**src/tcc_consts.svh**
```systemverilog
// constants of the sixteen-bit counter with input capture
// assumes an 8-bit register port with 4-bit byte addresses
`ifndef TCC_CONSTS_SVH
`define TCC_CONSTS_SVH

// ****************************************************************
// register byte addresses
// ****************************************************************
`define TCC_A_CNT_LO   4'h0
`define TCC_A_CNT_HI   4'h1
`define TCC_A_CAP_LO   4'h2
`define TCC_A_CAP_HI   4'h3
`define TCC_A_CMP_LO   4'h4
`define TCC_A_CMP_HI   4'h5
`define TCC_A_CTRL_A   4'h6
`define TCC_A_CTRL_B   4'h7
`define TCC_A_FLAGS    4'h8
`define TCC_A_MASK     4'h9
`define TCC_A_CMP_CTRL 4'hA

// ****************************************************************
// field positions
// ****************************************************************
`define TCC_B_NF       7
`define TCC_B_EDGE     6
`define TCC_B_WGM_HI   4
`define TCC_B_WGM_LO   3
`define TCC_B_CAPF     5
`define TCC_B_OVF      2
`define TCC_B_CMPSEL   2

// ****************************************************************
// values
// ****************************************************************
`define TCC_BOTTOM     16'h0000
`define TCC_MAX        16'hFFFF
`define TCC_TOP8       16'h00FF
`define TCC_TOP9       16'h01FF
`define TCC_TOP10      16'h03FF
`define TCC_CS_STOP    3'h0
`define TCC_CS_EXT_FALL 3'h6
`define TCC_CS_EXT_RISE 3'h7
`define TCC_NF_SAMPLES 4

`endif

```
**src/tcc_pkg.sv**
```systemverilog
// types shared by the counter, its cpu side model and the bench
// assumes nothing beyond the constants header
package tcc_pkg;

  // register port request
  typedef struct packed {
    logic [3:0] addr;
    logic [7:0] wdata;
    logic       wr;
    logic       rd;
  } tcc_bus_t;

  // counting behaviour of a waveform mode
  typedef enum logic [1:0] {
    KIND_NORMAL,
    KIND_CTC,
    KIND_FAST,
    KIND_PHASE
  } tcc_kind_t;

endpackage

```
**src/tcc_timer.sv**
```systemverilog
// sixteen-bit up/down counter with input capture, 8-bit register port
// assumes a master on the same clock; read data one cycle after strobe
`timescale 1ns/1ps
`include "tcc_consts.svh"

module tcc_timer #(
  parameter int PRE_W = 10
)
(
  // clock and reset
  input  wire logic             clk,
  input  wire logic             rst,
  // register port
  input  wire tcc_pkg::tcc_bus_t bus,
  output logic [7:0]            rdata,
  // external sources
  input  wire logic             external_tick_pin,
  input  wire logic             capture_pin,
  input  wire logic             comparator_output,
  // interrupt handshake
  input  wire logic             capture_irq_ack,
  input  wire logic             overflow_irq_ack,
  output logic                  capture_irq,
  output logic                  overflow_irq,
  // indications to the waveform side
  output logic                  at_top,
  output logic                  at_bottom,
  output logic [3:0]            waveform_mode_select
);

  logic [15:0]      cnt_reg, cnt_next;
  logic             down_reg, down_next;
  logic [7:0]       temp_reg, temp_next;
  logic [15:0]      cap_reg, cap_next;
  logic [15:0]      cmp_reg, cmp_next;
  logic [3:0]       mode_next;
  logic [2:0]       cs_reg, cs_next;
  logic             nf_reg, nf_next;
  logic             edge_reg, edge_next;
  logic             cmp_sel_reg, cmp_sel_next;
  logic             capf_reg, capf_next;
  logic             ovf_reg, ovf_next;
  logic             capie_reg, capie_next;
  logic             ovfie_reg, ovfie_next;
  logic [7:0]       rdata_next;
  logic [PRE_W-1:0] div_reg;
  logic [2:0]       ext_reg;
  logic             tick;
  logic             trig;
  logic             ovf_set;
  logic [15:0]      top;
  tcc_pkg::tcc_kind_t kind;

  // ****************************************************************
  // mode decoding
  // ****************************************************************
  function automatic tcc_pkg::tcc_kind_t kind_of(input logic [3:0] m);
    unique case (m)
      4'h1, 4'h2, 4'h3, 4'h8, 4'h9, 4'hA, 4'hB: kind_of = tcc_pkg::KIND_PHASE;
      4'h5, 4'h6, 4'h7, 4'hE, 4'hF:           kind_of = tcc_pkg::KIND_FAST;
      4'h4, 4'hC:                             kind_of = tcc_pkg::KIND_CTC;
      default:                                kind_of = tcc_pkg::KIND_NORMAL;
    endcase
  endfunction

  function automatic logic cap_is_top(input logic [3:0] m);
    cap_is_top = (m == 4'h8) || (m == 4'hA) || (m == 4'hC) || (m == 4'hE);
  endfunction

  always_comb
  begin
    kind = kind_of(waveform_mode_select);
    unique case (waveform_mode_select)
      4'h1, 4'h5:               top = `TCC_TOP8;
      4'h2, 4'h6:               top = `TCC_TOP9;
      4'h3, 4'h7:               top = `TCC_TOP10;
      4'h4, 4'h9, 4'hB, 4'hF:   top = cmp_reg;
      4'h8, 4'hA, 4'hC, 4'hE:   top = cap_reg;
      default:                  top = `TCC_MAX;
    endcase
  end

  // ****************************************************************
  // timer tick: prescaler taps and external pin edges
  // ****************************************************************
  always_comb
  begin
    unique case (cs_reg)
      3'h1:    tick = 1'b1;
      3'h2:    tick = &div_reg[2:0];
      3'h3:    tick = &div_reg[5:0];
      3'h4:    tick = &div_reg[7:0];
      3'h5:    tick = &div_reg[9:0];
      `TCC_CS_EXT_FALL: tick = ext_reg[2] & ~ext_reg[1];
      `TCC_CS_EXT_RISE: tick = ~ext_reg[2] & ext_reg[1];
      default: tick = 1'b0;
    endcase
  end

  always_ff @(posedge clk)
  begin
    if (rst)
    begin
      div_reg <= '0;
      ext_reg <= 3'h0;
    end
    else
    begin
      div_reg <= div_reg + 1'b1;
      ext_reg <= {ext_reg[1:0], external_tick_pin};
    end
  end

  // ****************************************************************
  // capture front end
  // ****************************************************************
  tcc_capture_front u_front (
    .clk                       (clk),
    .rst                       (rst),
    .capture_pin               (capture_pin),
    .comparator_output         (comparator_output),
    .comparator_capture_select (cmp_sel_reg),
    .noise_filter_enable       (nf_reg),
    .edge_rising               (edge_reg),
    .detect_enable             (!cap_is_top(waveform_mode_select)),
    .trig                      (trig)
  );

  // ****************************************************************
  // counter, registers and flags
  // ****************************************************************
  always_comb
  begin
    cnt_next   = cnt_reg;
    down_next  = down_reg;
    temp_next  = temp_reg;
    cap_next   = cap_reg;
    cmp_next   = cmp_reg;
    mode_next  = waveform_mode_select;
    cs_next    = cs_reg;
    nf_next    = nf_reg;
    edge_next  = edge_reg;
    cmp_sel_next = cmp_sel_reg;
    capie_next = capie_reg;
    ovfie_next = ovfie_reg;
    capf_next  = capf_reg;
    ovf_next   = ovf_reg;
    rdata_next = 8'h00;
    ovf_set    = 1'b0;
    // counting
    if (tick)
    begin
      if (kind == tcc_pkg::KIND_PHASE)
      begin
        if (down_reg && cnt_reg == `TCC_BOTTOM)
        begin
          down_next = 1'b0;
          cnt_next  = cnt_reg + 16'h0001;
          ovf_set   = 1'b1;
        end
        else if (!down_reg && cnt_reg == top)
        begin
          down_next = 1'b1;
          cnt_next  = cnt_reg - 16'h0001;
        end
        else
          cnt_next = down_reg ? cnt_reg - 16'h0001
                              : cnt_reg + 16'h0001;
      end
      else
      begin
        cnt_next = (cnt_reg == top) ? `TCC_BOTTOM
                                    : cnt_reg + 16'h0001;
        if (kind == tcc_pkg::KIND_FAST)
          ovf_set = (cnt_reg == top);
        else
          ovf_set = (cnt_reg == `TCC_MAX);
      end
    end
    // software writes
    if (bus.wr)
    begin
      unique case (bus.addr)
        `TCC_A_CNT_LO:
        begin
          cnt_next = {temp_reg, bus.wdata};
        end
        `TCC_A_CNT_HI, `TCC_A_CAP_HI, `TCC_A_CMP_HI:
          temp_next = bus.wdata;
        `TCC_A_CAP_LO:
          if (cap_is_top(waveform_mode_select))
            cap_next = {temp_reg, bus.wdata};
        `TCC_A_CMP_LO:
          cmp_next = {temp_reg, bus.wdata};
        `TCC_A_CTRL_A:
          mode_next[1:0] = bus.wdata[1:0];
        `TCC_A_CTRL_B:
        begin
          nf_next        = bus.wdata[`TCC_B_NF];
          edge_next      = bus.wdata[`TCC_B_EDGE];
          mode_next[3:2] = bus.wdata[`TCC_B_WGM_HI:`TCC_B_WGM_LO];
          cs_next        = bus.wdata[2:0];
        end
        `TCC_A_FLAGS:
        begin
          if (bus.wdata[`TCC_B_CAPF])
            capf_next = 1'b0;
          if (bus.wdata[`TCC_B_OVF])
            ovf_next = 1'b0;
        end
        `TCC_A_MASK:
        begin
          capie_next = bus.wdata[`TCC_B_CAPF];
          ovfie_next = bus.wdata[`TCC_B_OVF];
        end
        `TCC_A_CMP_CTRL:
          cmp_sel_next = bus.wdata[`TCC_B_CMPSEL];
        default: ;
      endcase
    end
    // software reads
    if (bus.rd)
    begin
      unique case (bus.addr)
        `TCC_A_CNT_LO:
        begin
          rdata_next = cnt_reg[7:0];
          temp_next  = cnt_reg[15:8];
        end
        `TCC_A_CAP_LO:
        begin
          rdata_next = cap_reg[7:0];
          temp_next  = cap_reg[15:8];
        end
        `TCC_A_CNT_HI, `TCC_A_CAP_HI:
          rdata_next = temp_reg;
        `TCC_A_CMP_LO: rdata_next = cmp_reg[7:0];
        `TCC_A_CMP_HI: rdata_next = cmp_reg[15:8];
        `TCC_A_CTRL_A: rdata_next = {6'h00, waveform_mode_select[1:0]};
        `TCC_A_CTRL_B:
          rdata_next = {nf_reg, edge_reg, 1'b0,
                        waveform_mode_select[3:2], cs_reg};
        `TCC_A_FLAGS:
          rdata_next = {2'h0, capf_reg, 2'h0, ovf_reg, 2'h0};
        `TCC_A_MASK:
          rdata_next = {2'h0, capie_reg, 2'h0, ovfie_reg, 2'h0};
        `TCC_A_CMP_CTRL: rdata_next = {5'h00, cmp_sel_reg, 2'h0};
        default:       rdata_next = 8'h00;
      endcase
    end
    // interrupt service clears; hardware sets win
    if (capture_irq_ack)
      capf_next = 1'b0;
    if (overflow_irq_ack)
      ovf_next = 1'b0;
    if (trig)
    begin
      cap_next  = cnt_reg;
      capf_next = 1'b1;
    end
    if (ovf_set)
      ovf_next = 1'b1;
  end

  always_ff @(posedge clk)
  begin
    if (rst)
    begin
      cnt_reg              <= 16'h0000;
      down_reg             <= 1'b0;
      temp_reg             <= 8'h00;
      cap_reg              <= 16'h0000;
      cmp_reg              <= 16'h0000;
      waveform_mode_select <= 4'h0;
      cs_reg               <= `TCC_CS_STOP;
      nf_reg               <= 1'b0;
      edge_reg             <= 1'b0;
      cmp_sel_reg          <= 1'b0;
      capf_reg             <= 1'b0;
      ovf_reg              <= 1'b0;
      capie_reg            <= 1'b0;
      ovfie_reg            <= 1'b0;
      rdata                <= 8'h00;
      capture_irq          <= 1'b0;
      overflow_irq         <= 1'b0;
      at_top               <= 1'b0;
      at_bottom            <= 1'b1;
    end
    else
    begin
      cnt_reg              <= cnt_next;
      down_reg             <= down_next;
      temp_reg             <= temp_next;
      cap_reg              <= cap_next;
      cmp_reg              <= cmp_next;
      waveform_mode_select <= mode_next;
      cs_reg               <= cs_next;
      nf_reg               <= nf_next;
      edge_reg             <= edge_next;
      cmp_sel_reg          <= cmp_sel_next;
      capf_reg             <= capf_next;
      ovf_reg              <= ovf_next;
      capie_reg            <= capie_next;
      ovfie_reg            <= ovfie_next;
      rdata                <= rdata_next;
      capture_irq          <= capf_next & capie_next;
      overflow_irq         <= ovf_next & ovfie_next;
      at_top               <= (cnt_next == top);
      at_bottom            <= (cnt_next == `TCC_BOTTOM);
    end
  end
endmodule

```
**src/tcc_capture_front.sv**
```systemverilog
// capture front end: synchronisers, source select, noise filter, edge
// assumes raw pin and comparator levels from outside the clock domain
`timescale 1ns/1ps
`include "tcc_consts.svh"

module tcc_capture_front
(
  // clock and reset
  input  wire logic clk,
  input  wire logic rst,
  // raw trigger sources
  input  wire logic capture_pin,
  input  wire logic comparator_output,
  // configuration
  input  wire logic comparator_capture_select,
  input  wire logic noise_filter_enable,
  input  wire logic edge_rising,
  input  wire logic detect_enable,
  // capture request, one cycle
  output logic      trig
);

  logic [1:0] pin_sync_reg;
  logic [1:0] cmp_sync_reg;
  logic [`TCC_NF_SAMPLES-1:0] hist_reg;
  logic [`TCC_NF_SAMPLES-1:0] hist_next;
  logic       lvl_reg;
  logic       lvl_next;
  logic       trig_next;
  logic       sample;

  // ****************************************************************
  // filter and edge detector
  // ****************************************************************
  always_comb
  begin
    sample    = comparator_capture_select ? cmp_sync_reg[1]
                                          : pin_sync_reg[1];
    hist_next = {hist_reg[`TCC_NF_SAMPLES-2:0], sample};
    lvl_next  = lvl_reg;
    if (!noise_filter_enable)
      lvl_next = sample;
    else if (&hist_reg || ~|hist_reg)
      lvl_next = hist_reg[`TCC_NF_SAMPLES-1];
    trig_next = detect_enable && (lvl_next != lvl_reg)
                && (lvl_next == edge_rising);
  end

  always_ff @(posedge clk)
  begin
    if (rst)
    begin
      pin_sync_reg <= 2'h0;
      cmp_sync_reg <= 2'h0;
      hist_reg     <= '0;
      lvl_reg      <= 1'b0;
      trig         <= 1'b0;
    end
    else
    begin
      pin_sync_reg <= {pin_sync_reg[0], capture_pin};
      cmp_sync_reg <= {cmp_sync_reg[0], comparator_output};
      hist_reg     <= hist_next;
      lvl_reg      <= lvl_next;
      trig         <= trig_next;
    end
  end

endmodule

```
**config.mk**
```make
export PLATFORM = sky130hd
export DESIGN_NAME = tcc_timer
export DESIGN_NICKNAME = d
export VERILOG_FILES = /design/src/tcc_pkg.sv /design/src/tcc_timer.sv /design/src/tcc_capture_front.sv
export VERILOG_INCLUDE_DIRS = /design/src
export SDC_FILE = /design/constraint.sdc
export NUM_CORES = 1
export LEC_CHECK = 0
export ABC_AREA = 1
export ABC_CLOCK_PERIOD_IN_PS = 7330
export BUFFER_PORTS_ARGS = -buffer_cell sky130_fd_sc_hd__buf_4
export CAP_MARGIN = 20
export CORE_ASPECT_RATIO = 0.7
export CORE_MARGIN = 3
export CORE_UTILIZATION = 64
export DETAILED_ROUTE_END_ITERATION = 12
export PLACE_DENSITY = 0.86
export SYNTH_ARGS = -nofsm -noshare
export SYNTH_HDL_FRONTEND = slang
export SYNTH_SLANG_ARGS = --single-unit
```
**constraint.sdc**
```tcl
create_clock -name clk -period 7.33 [get_ports clk]
set_input_delay 0.733 -clock clk [delete_from_list [all_inputs] [get_ports clk]]
set_output_delay 0.733 -clock clk [all_outputs]
set_load 0.005 [all_outputs]
```
==> impl_metrics.toml, run 1 <==
[outcome]
status = "completed"

[cts]
postCtsSetupBuffers = 0
root_buffer = "clkbuf_16"
numCtsBuffers = 9
path_clk_slew_ns = 0.07
holdBufCountCts = 0
clock_latency_ns = 0.35
clock_sinks = 106
htreeDepth = 3
tritoncts = "built"
cts_buffer_depth = 2
postCtsResizedCells = 0

[placed_design]
dpl_cell_area_sq_mm = 0.00693
dp_hpwl_um = 17000
port_buffers = 36
routabilityCongestion = 1.05

[hold_path]
hp-start = "u_front.cmp_sync_reg[0]"
hold_class = "reg -> reg"

[job]
max_cap_violations = 0

[synth]
synth_seq_area_share_pct = 31.7
synth_xor_xnor_area_share_pct = 2.35
synth_cells = 1069
postSynth.asyncResetShare_pct = 0
synth_edf_count = 0
ys_ff_latch = 106
synth_top_family_by_area = "simple AND/OR/NAND/NOR gates"
syn-num-nets = 1095
synthSimpleGateAreaFrac_pct = 34.6
synthTopCellsByArea = "dfxtp_1, nand2_1, nor2_1"
synth_ff_type = "dfxtp_1"
synth_fa_ha_area_share_pct = 0.934
synth_top_area_share_pct = 31.7
netlist_area_sq_mm = 0.00670
synth_top_cell_by_area = "dfxtp_1"
synth_cell_type_count = 45
synth_compound_area_share_pct = 19.0
synthTopCellsByCount = "nand2_1, nor2_1, inv_1"
yosysMostFrequentCell = "nand2_1"
yosys_warnings = 0
syn_area_per_cell_sq_um = 6.27
synthMuxAreaShare_pct = 0.149

[detailed_routing]
via_count = 7599
drc = 0
finalWirelength_um = 22900
avgViaCountPerCell = 6.32
wire_per_inst_um = 19.0
ant_nets = 0
dr.first_iter.drc_count = 1378
drt_first_pass_iters = 6

[cells_and_area]
finish.utilization_pct = 72.8
fin_area_sq_mm = 0.00724
multi_input_area_sq_mm = 0.00382
n_fill_cell = 906
drive_above_1_share_pct = 7.53
nets = 1098
area_delta_synth_final_pct = 8.05
antenna_cells = 0
register_area_sq_mm = 0.00212

[timing]
grt_setup_unrepaired = "no"
worstMarginPinSlew_ns = 0.945
finalCritPeriodShare_pct = 56.1
relSlewSlack_pct = 37.0
finalClockSkew_ns = 0.00917
clock.fmax_ghz = 0.243
layout_min_cycle_time_ns = 4.11
tns_ns = 0
hold_violations = 0
whs_ns = 0.407
drv_slew = 0
setup_violations = 0

[worst_setup_path]
crit_path_start_kind = "register"
critPathMaxStageDelay_ns = 0.59
reg2reg_from = "div_reg[0]"
path_max_fanout = 21
worstSetupPathType = "reg -> reg"
crit_path_start = "div_reg[0]"
arrival_ns = 4.41
crit_slowest_cell = "inv_1"
crit_chain = "ha_1 > inv_1 > nor2_1 > inv_1 > nor2_1 > nand2_1 > nor2_1 > inv_1 > o21ai_0 > nand2_1 > inv_1 > nand2_1 > o21ai_0 > nand2_1 > nand2_1 > nand3_1 > nor2_1 > nand2_1 > nor2_1 > nand3_1 > nor2_1"
cp_data_required_time_ns = 7.62
crit_path_end_kind = "register"

[floorplan]
core_area_sq_mm = 0.00995
io_pins = 37
die_w_um = 128
num_rows = 30
start_util_pct = 67.3
die_h_um = 91.6
die_area_sq_mm = 0.0117

[power]
leakagePower_nw = 3.03
power-per-cell-area_mw_per_mm2 = 191
peakVddDrop_v = 0.000122

[global_routing]
track_usage_pct = 38.9
grt_pass1_vias = 6624
grt-ovfl-total = 0
grt_pass1_wl_um = 35600
grt_max_degree = 47
antenna_found_initial = 0
-- worst paths after layout --
kind                                  end  slack, ns  depth (start not counted)
setup / recovery                   at_top       3.22                         21
hold / removal    u_front.cmp_sync_reg[1]       0.41                          2
setup reg to reg                   at_top       3.22                         21
hold reg to reg   u_front.cmp_sync_reg[1]       0.41                          2
-- stage by stage --
step           cells  total power [mW]  setup slack [ns]
6_report        1203              1.38              3.22
5_1_grt         1203              1.43              2.88
4_1_cts         1203              1.36              3.47
3_5_place_dp    1189             0.868              3.53
3_3_place_gp    1189             0.865              3.70
2_1_floorplan   1069             0.793              4.67
-- layer usage --
| metal | part of all wire (%) | global-route usage [%] | vias up |
|---|---|---|---|
| li1 | - | - | 3521 |
| met1 | 40 | 55.9 | 3384 |
| met2 | 38 | 51.7 | 619 |
| met3 | 18 | 18.8 | 75 |
| met4 | 2.9 | 9.28 | 0 |
| met5 | 0 | 0 | - |
-- layout make-up --
type / count / share of cell area, %
clock buffers: 10 / 3.16
well taps: 128 / 2.21
clock inverters: 4 / 1.05
multi-input cells: 774 / 52.8
repair buffers: 40 / 4.15
flip-flops and latches: 106 / 29.3
inverters: 141 / 7.31
-- worst max-delay path: cells and delay by family (launching register included) --
family	cells	cell delay (ns)
DFF	1	0.37
buffers and inverters	4	0.77
AOI/OAI and AO/OA	2	0.94
adders and majority gates	1	0.19
and+or+nand+nor	14	1.79
-- kinds of logic after synthesis --
| family | count (synthesis) |
|---|---|
| DFF | 106 |
| buffers and inverters | 189 |
| and+or+nand+nor | 519 |
| AOI/OAI and AO/OA | 231 |
| adders and majority gates | 5 |
| xor gates and xnor gates | 18 |
| muxes | 1 |
-- cell usage in the layout (no fill, tap or decap), types with 2 or more instances in the layout --
cell / n
nand3_4: 3
bufinv_16: 2
buf_4: 40
a31oi_1: 3
ha_1: 5
xor2_1: 17
a21oi_1: 95
nand3_2: 5
clkinv_1: 4
o22ai_1: 15
nand2_2: 5
o211ai_1: 4
nand2_1: 235
nor2_1: 138
a21oi_2: 3
nor2_2: 2
nand3_1: 59
inv_2: 3
nand2_4: 4
nand4_1: 43
a221oi_1: 6
clkbuf_16: 9
o31ai_1: 8
o21ai_0: 85
o21ai_1: 3
dfxtp_1: 106
nor3_1: 13
nand3b_1: 8
inv_1: 134
nor2_4: 2
o41ai_1: 2
-- power breakdown --
group          switching, mW  leakage, nW  internal [mW]  total, mW
clock                  0.214        0.145          0.297      0.511
sequential            0.0275        0.861          0.596      0.624
combinational          0.174         2.02         0.0754      0.249
(Power assumes the default switching activity.)
==> inputs of run 2 (changes only) <==
--- a/config.mk
+++ b/config.mk
@@ -7,14 +7,14 @@
 export NUM_CORES = 1
 export LEC_CHECK = 0
 export ABC_AREA = 1
-export ABC_CLOCK_PERIOD_IN_PS = 7330
+export ABC_CLOCK_PERIOD_IN_PS = 3300
 export BUFFER_PORTS_ARGS = -buffer_cell sky130_fd_sc_hd__buf_4
 export CAP_MARGIN = 20
 export CORE_ASPECT_RATIO = 0.7
 export CORE_MARGIN = 3
-export CORE_UTILIZATION = 64
+export CORE_UTILIZATION = 56
 export DETAILED_ROUTE_END_ITERATION = 12
-export PLACE_DENSITY = 0.86
+export PLACE_DENSITY = 0.8
 export SYNTH_ARGS = -nofsm -noshare
 export SYNTH_HDL_FRONTEND = slang
 export SYNTH_SLANG_ARGS = --single-unit
==> constraint.sdc (replaced) <==
create_clock -name clk -period 3.3 [get_ports clk]
set_input_delay 0.33 -clock clk [delete_from_list [all_inputs] [get_ports clk]]
set_output_delay 0.33 -clock clk [all_outputs]
set_load 0.005 [all_outputs]
==> impl_metrics.toml, run 2 (synthesis gave the netlist of run 1 again) <==
[worst_setup_path]
crit_slowest_cell = "dfxtp_1"
cp_data_required_time_ns = 3.59
arrival_ns = 3.50
cp_top_family = "simple AND/OR/NAND/NOR gates"
crit_path_start = "waveform_mode_select[0]"
r2r-end = "at_bottom"
crit_path_end_kind = "register"
critPathMaxStageDelay_ns = 0.40
cp_common_cell = "nand2_1"
timing.reg2reg.setup_slack_ns = 0.09
cp_num_buf_inv = 2
reg2regPathDepth = 19
worstSetupPathType = "reg -> reg"
crit_end = "at_bottom"
path_max_fanout = 8
crit_chain = "inv_1 > nand2_2 > buf_4 > nand3_2 > nand4_1 > nand2_1 > nor2_2 > nand2_1 > nor2_4 > nand4_1 > nand2_4 > nor2_1 > nand2_1 > nand2_1 > nor2_1 > nand2_1 > nor2_1 > nand2_1 > o21ai_1"
crit_cells = 19
reg2reg_from = "waveform_mode_select[0]"
crit_path_start_kind = "register"

[global_routing]
grt-ovfl-total = 0
antenna_found_initial = 2
track_usage_pct = 35.0
grt_pass1_vias = 6538
grt_max_degree = 47
grt_pass1_wl_um = 36500

[power]
power-per-cell-area_mw_per_mm2 = 405
peakVddDrop_v = 0.000296
leakagePower_nw = 3.29

[floorplan]
die_h_um = 97.5
die_w_um = 137
die_area_sq_mm = 0.0133
num_rows = 32
core_area_sq_mm = 0.0113
start_util_pct = 59.1
io_pins = 37

[job]
max_cap_violations = 0

[timing]
hold_violations = 0
relSlewSlack_pct = 36.3
setup_violations = 0
finalClockSkew_ns = 0.00995
tns_ns = 0
finalCritPeriodShare_pct = 97.3
drv_slew = 0
clock.fmax_ghz = 0.311
layout_min_cycle_time_ns = 3.21
whs_ns = 0.187
worstMarginPinSlew_ns = 0.954

[cts]
clock_sinks = 106
tritoncts = "built"
cts_buffer_depth = 2
clock_latency_ns = 0.36
numCtsBuffers = 9
root_buffer = "clkbuf_16"
htreeDepth = 3
path_clk_slew_ns = 0.08
holdBufCountCts = 0

[detailed_routing]
finalWirelength_um = 24000
drc = 0
via_count = 7791
drt_first_pass_iters = 8
avgViaCountPerCell = 6.10
dr.first_iter.drc_count = 1323
wire_per_inst_um = 18.8
ant_nets = 0

[cells_and_area]
mostFrequentLayoutCells = "nand2_1, inv_1, nor2_1"
finish.utilization_pct = 68.5
final_common_cell = "nand2_1"
area_delta_synth_final_pct = 15.9
drive_above_1_share_pct = 14.1
n_fill_cell = 980
nets = 1145
multi_input_area_sq_mm = 0.00396
antenna_cells = 0
register_area_sq_mm = 0.00213

[outcome]
status = "completed"

[placed_design]
dp_hpwl_um = 17800
port_buffers = 36
routabilityCongestion = 1.04

[hold_path]
hold_class = "in -> reg"
==> run 2: cell types whose count changed in the layout (fill, tap and decap cells not counted), moves of 5 or more <==
cell	change
nor2_2	+6
nand2_1	-5
a21oi_2	+5
buf_4	+44
a21oi_1	-5
nor2_1	-6
==> run 2: layout make-up <==
cell class                 instances  share of cell area [%]
multi-input combinational        776                    51.0
sequential                       106                    27.4
timing repair buffer              85                    8.27
inverter                         141                    6.88
clock buffer                      12                    3.30
tap                              153                    2.47
clock inverter                     4                   0.757
==> run 2: power breakdown <==
| part | total, mW | switching [mW] | internal [mW] |
|---|---|---|---|
| Combinational | 0.615 | 0.415 | 0.200 |
| Clock | 1.15 | 0.514 | 0.640 |
| Sequential | 1.38 | 0.0529 | 1.32 |
==> run 2: worst min-delay path, cell delays in order <==
cell    delay, ns
buf_4        0.08
inv_1        0.03
nor2_1       0.07
==> run 2: worst min path at each step <==
stage,depth (start not counted),start,endpoint
6_report,3,comparator_output,u_front.cmp_sync_reg[0]
5_1_grt,3,external_tick_pin,ext_reg[0]
4_1_cts,3,external_tick_pin,ext_reg[0]
3_5_place_dp,2,u_front.pin_sync_reg[0],u_front.pin_sync_reg[1]
3_3_place_gp,2,ext_reg[0],ext_reg[1]
2_1_floorplan,2,ext_reg[0],ext_reg[1]
==> run 2: through the flow <==
| step | setup WS [ns] | area (sq um) | std cells | power, mW |
|---|---|---|---|---|
| 2_1_floorplan | 0.642 | 6700 | 1069 | 1.76 |
| 3_3_place_gp | 0.0282 | 7230 | 1250 | 1.96 |
| 3_5_place_dp | -0.0518 | 7230 | 1250 | 1.96 |
| 4_1_cts | 0.0694 | 7550 | 1266 | 3.09 |
| 5_1_grt | -0.0231 | 7760 | 1277 | 3.26 |
| 6_report | 0.0876 | 7760 | 1277 | 3.15 |
==> run 2: routing by layer <==
layer	wire [um]	share of wire [%]	vias to the layer above	GRT usage, %
li1	-	-	3633	-
met1	10400	43	3477	54.9
met2	9050	38	606	45.2
met3	4010	17	73	11.9
met4	544	2.3	2	7.13
met5	13	0.054	-	0
==> run 2: what timing repair did <==
item / CTS / global route
gates cloned: 0 / 2
gates resized for setup: 2 / 38
buffers inserted: 0 / 9
pin swaps: 0 / 7
endpoints found under the setup margin: 2 / 6
==> inputs of run 3 (changes only) <==
--- a/config.mk
+++ b/config.mk
@@ -10,10 +10,11 @@
 export ABC_CLOCK_PERIOD_IN_PS = 3300
 export BUFFER_PORTS_ARGS = -buffer_cell sky130_fd_sc_hd__buf_4
 export CAP_MARGIN = 20
-export CORE_ASPECT_RATIO = 0.7
+export CORE_ASPECT_RATIO = 1.75
 export CORE_MARGIN = 3
 export CORE_UTILIZATION = 56
 export DETAILED_ROUTE_END_ITERATION = 12
+export GPL_TIMING_DRIVEN = 1
 export PLACE_DENSITY = 0.8
 export SYNTH_ARGS = -nofsm -noshare
 export SYNTH_HDL_FRONTEND = slang
==> impl_metrics.toml, run 3 (synthesis gave the netlist of run 1 again) <==
[floorplan]
die_w_um = 88.7
io_pins = 37
num_rows = 52
core_area_sq_mm = 0.0116
die_area_sq_mm = 0.0134
start_util_pct = 57.5
die_h_um = 151

[power]
p_switching_uw = 968
power_frac_clock_pct = 38.7
power-per-cell-area_mw_per_mm2 = 409
p_sw_share_pct = 29.5
leakagePower_nw = 3.47
peakVddDrop_v = 0.000351
seqPwrFrac_pct = 41.6
combPwrFrac_pct = 19.6
power.internal_mw = 2.32

[detailed_routing]
finalWirelength_um = 25500
ant_nets = 0
wire_per_inst_um = 19.8
dr.first_iter.drc_count = 737
avgViaCountPerCell = 5.98
via_count = 7716
drt_first_pass_iters = 7
drc = 0

[hold_path]
hold_class = "in -> reg"
hp-start = "comparator_output"
holdPathStages = 3
hold_path_end = "u_front.cmp_sync_reg[0]"

[timing]
tns_ns = 0
finalCritPeriodShare_pct = 93.5
whs_ns = 0.187
setup_violations = 0
hold_violations = 0
clock.fmax_ghz = 0.324
relSlewSlack_pct = 37.8
layout_min_cycle_time_ns = 3.09
drv_slew = 0
finalClockSkew_ns = 0.00857
worstMarginPinSlew_ns = 0.931

[placed_design]
dpl_cell_area_sq_mm = 0.00747
placedCellCount = 1262
port_buffers = 36
routabilityCongestion = 1.03
dp_hpwl_um = 19600

[worst_setup_path]
reg2reg_from = "waveform_mode_select[3]"
reg2regPathDepth = 24
arrival_ns = 3.37
worstSetupPathType = "reg -> reg"
r2r-end = "at_bottom"
path_max_fanout = 8
crit_path_start_kind = "register"
crit_path_end_kind = "register"
timing.reg2reg.setup_slack_ns = 0.21
cp_data_required_time_ns = 3.58

[cts]
clock_sinks = 106
root_buffer = "clkbuf_16"
tritoncts = "built"
cts_buffer_depth = 2
path_clk_slew_ns = 0.07
numCtsBuffers = 9
clock_latency_ns = 0.35
holdBufCountCts = 0
htreeDepth = 3

[cells_and_area]
multi_input_area_sq_mm = 0.00392
area_delta_synth_final_pct = 19.9
finish.utilization_pct = 69.0
final_cells = 1291
antenna_cells = 0
register_area_sq_mm = 0.00213
n_fill_cell = 1037
mostFrequentLayoutCells = "nand2_1, inv_1, nor2_1"
fin_area_sq_mm = 0.00803
drive_above_1_share_pct = 16.6
final_common_cell = "nand2_1"
nets = 1177

[job]
max_cap_violations = 0

[global_routing]
antenna_found_initial = 0
track_usage_pct = 38.3
grt_pass1_wl_um = 38000
grt_max_degree = 47
grt_pass1_vias = 7187
grt-ovfl-total = 0

[outcome]
status = "completed"
==> run 3: worst max path at each step <==
| stage | from | to | depth (start not counted) |
|---|---|---|---|
| 3_5_place_dp | waveform_mode_select[0] | at_top | 23 |
| 6_report | waveform_mode_select[3] | at_bottom | 24 |
| 4_1_cts | waveform_mode_select[0] | at_top | 23 |
| 3_3_place_gp | waveform_mode_select[0] | at_bottom | 24 |
| 2_1_floorplan | waveform_mode_select[0] | at_bottom | 19 |
| 5_1_grt | waveform_mode_select[3] | at_top | 24 |
==> run 3: cell type report <==
cell class                      instances  area share, %
Multi-Input combinational cell        775           48.8
Sequential cell                       106           26.5
Timing Repair Buffer                  118           11.5
Inverter                              141           6.65
Clock buffer                           11           3.02
Tap cell                              135           2.10
Clock inverter                          5           1.34
==> run 3: metal layers <==
layer  share of wire, %  wire [um]  global-route usage (%)
met1                 33       8480                    39.9
met2                 50      12800                    66.7
met3                6.9       1760                    6.13
met4                9.7       2470                    28.7
met5                  0          0                       0
==> run 3: worst max-delay path, cell delays in order, from the launching register on <==
cell     delay, ns
dfxtp_4       0.44
nand3_4       0.15
nand3_4       0.17
nand3_4       0.13
buf_4         0.20
buf_4         0.13
nand4_1       0.05
nand2_1       0.11
nor2_2        0.09
nand2_1       0.08
nor2_4        0.14
buf_4         0.13
nand2_4       0.07
nand2_4       0.11
inv_1         0.08
buf_4         0.16
nand2_1       0.06
nand3_1       0.07
nand2_2       0.10
nand2_1       0.08
nor2_1        0.10
nand2_1       0.09
nor2_1        0.11
nand2_1       0.05
o21ai_1       0.10
==> run 3: timing repair <==
action,in CTS,in global routing
endpoints found under the setup margin,0,5
resized for setup,0,43
buffers inserted,0,12
==> run 3: power by group through the flow <==
| stage | registers (mW) | clock network, mW | logic (mW) |
|---|---|---|---|
| after floorplan | 1.37 | 0 | 0.386 |
| after global placement | 1.39 | 0 | 0.604 |
| after detailed placement | 1.39 | 0 | 0.604 |
| after CTS | 1.36 | 1.27 | 0.608 |
| after global routing | 1.37 | 1.32 | 0.701 |
| final | 1.37 | 1.27 | 0.645 |
==> run 3: metrics by stage <==
| stage | setup slack, ns | total power [mW] |
|---|---|---|
| 2_1_floorplan | 0.642 | 1.76 |
| 3_3_place_gp | 0.0591 | 2.00 |
| 3_5_place_dp | 0.0462 | 2.00 |
| 4_1_cts | 0.0154 | 3.24 |
| 5_1_grt | -0.0221 | 3.39 |
| 6_report | 0.214 | 3.28 |
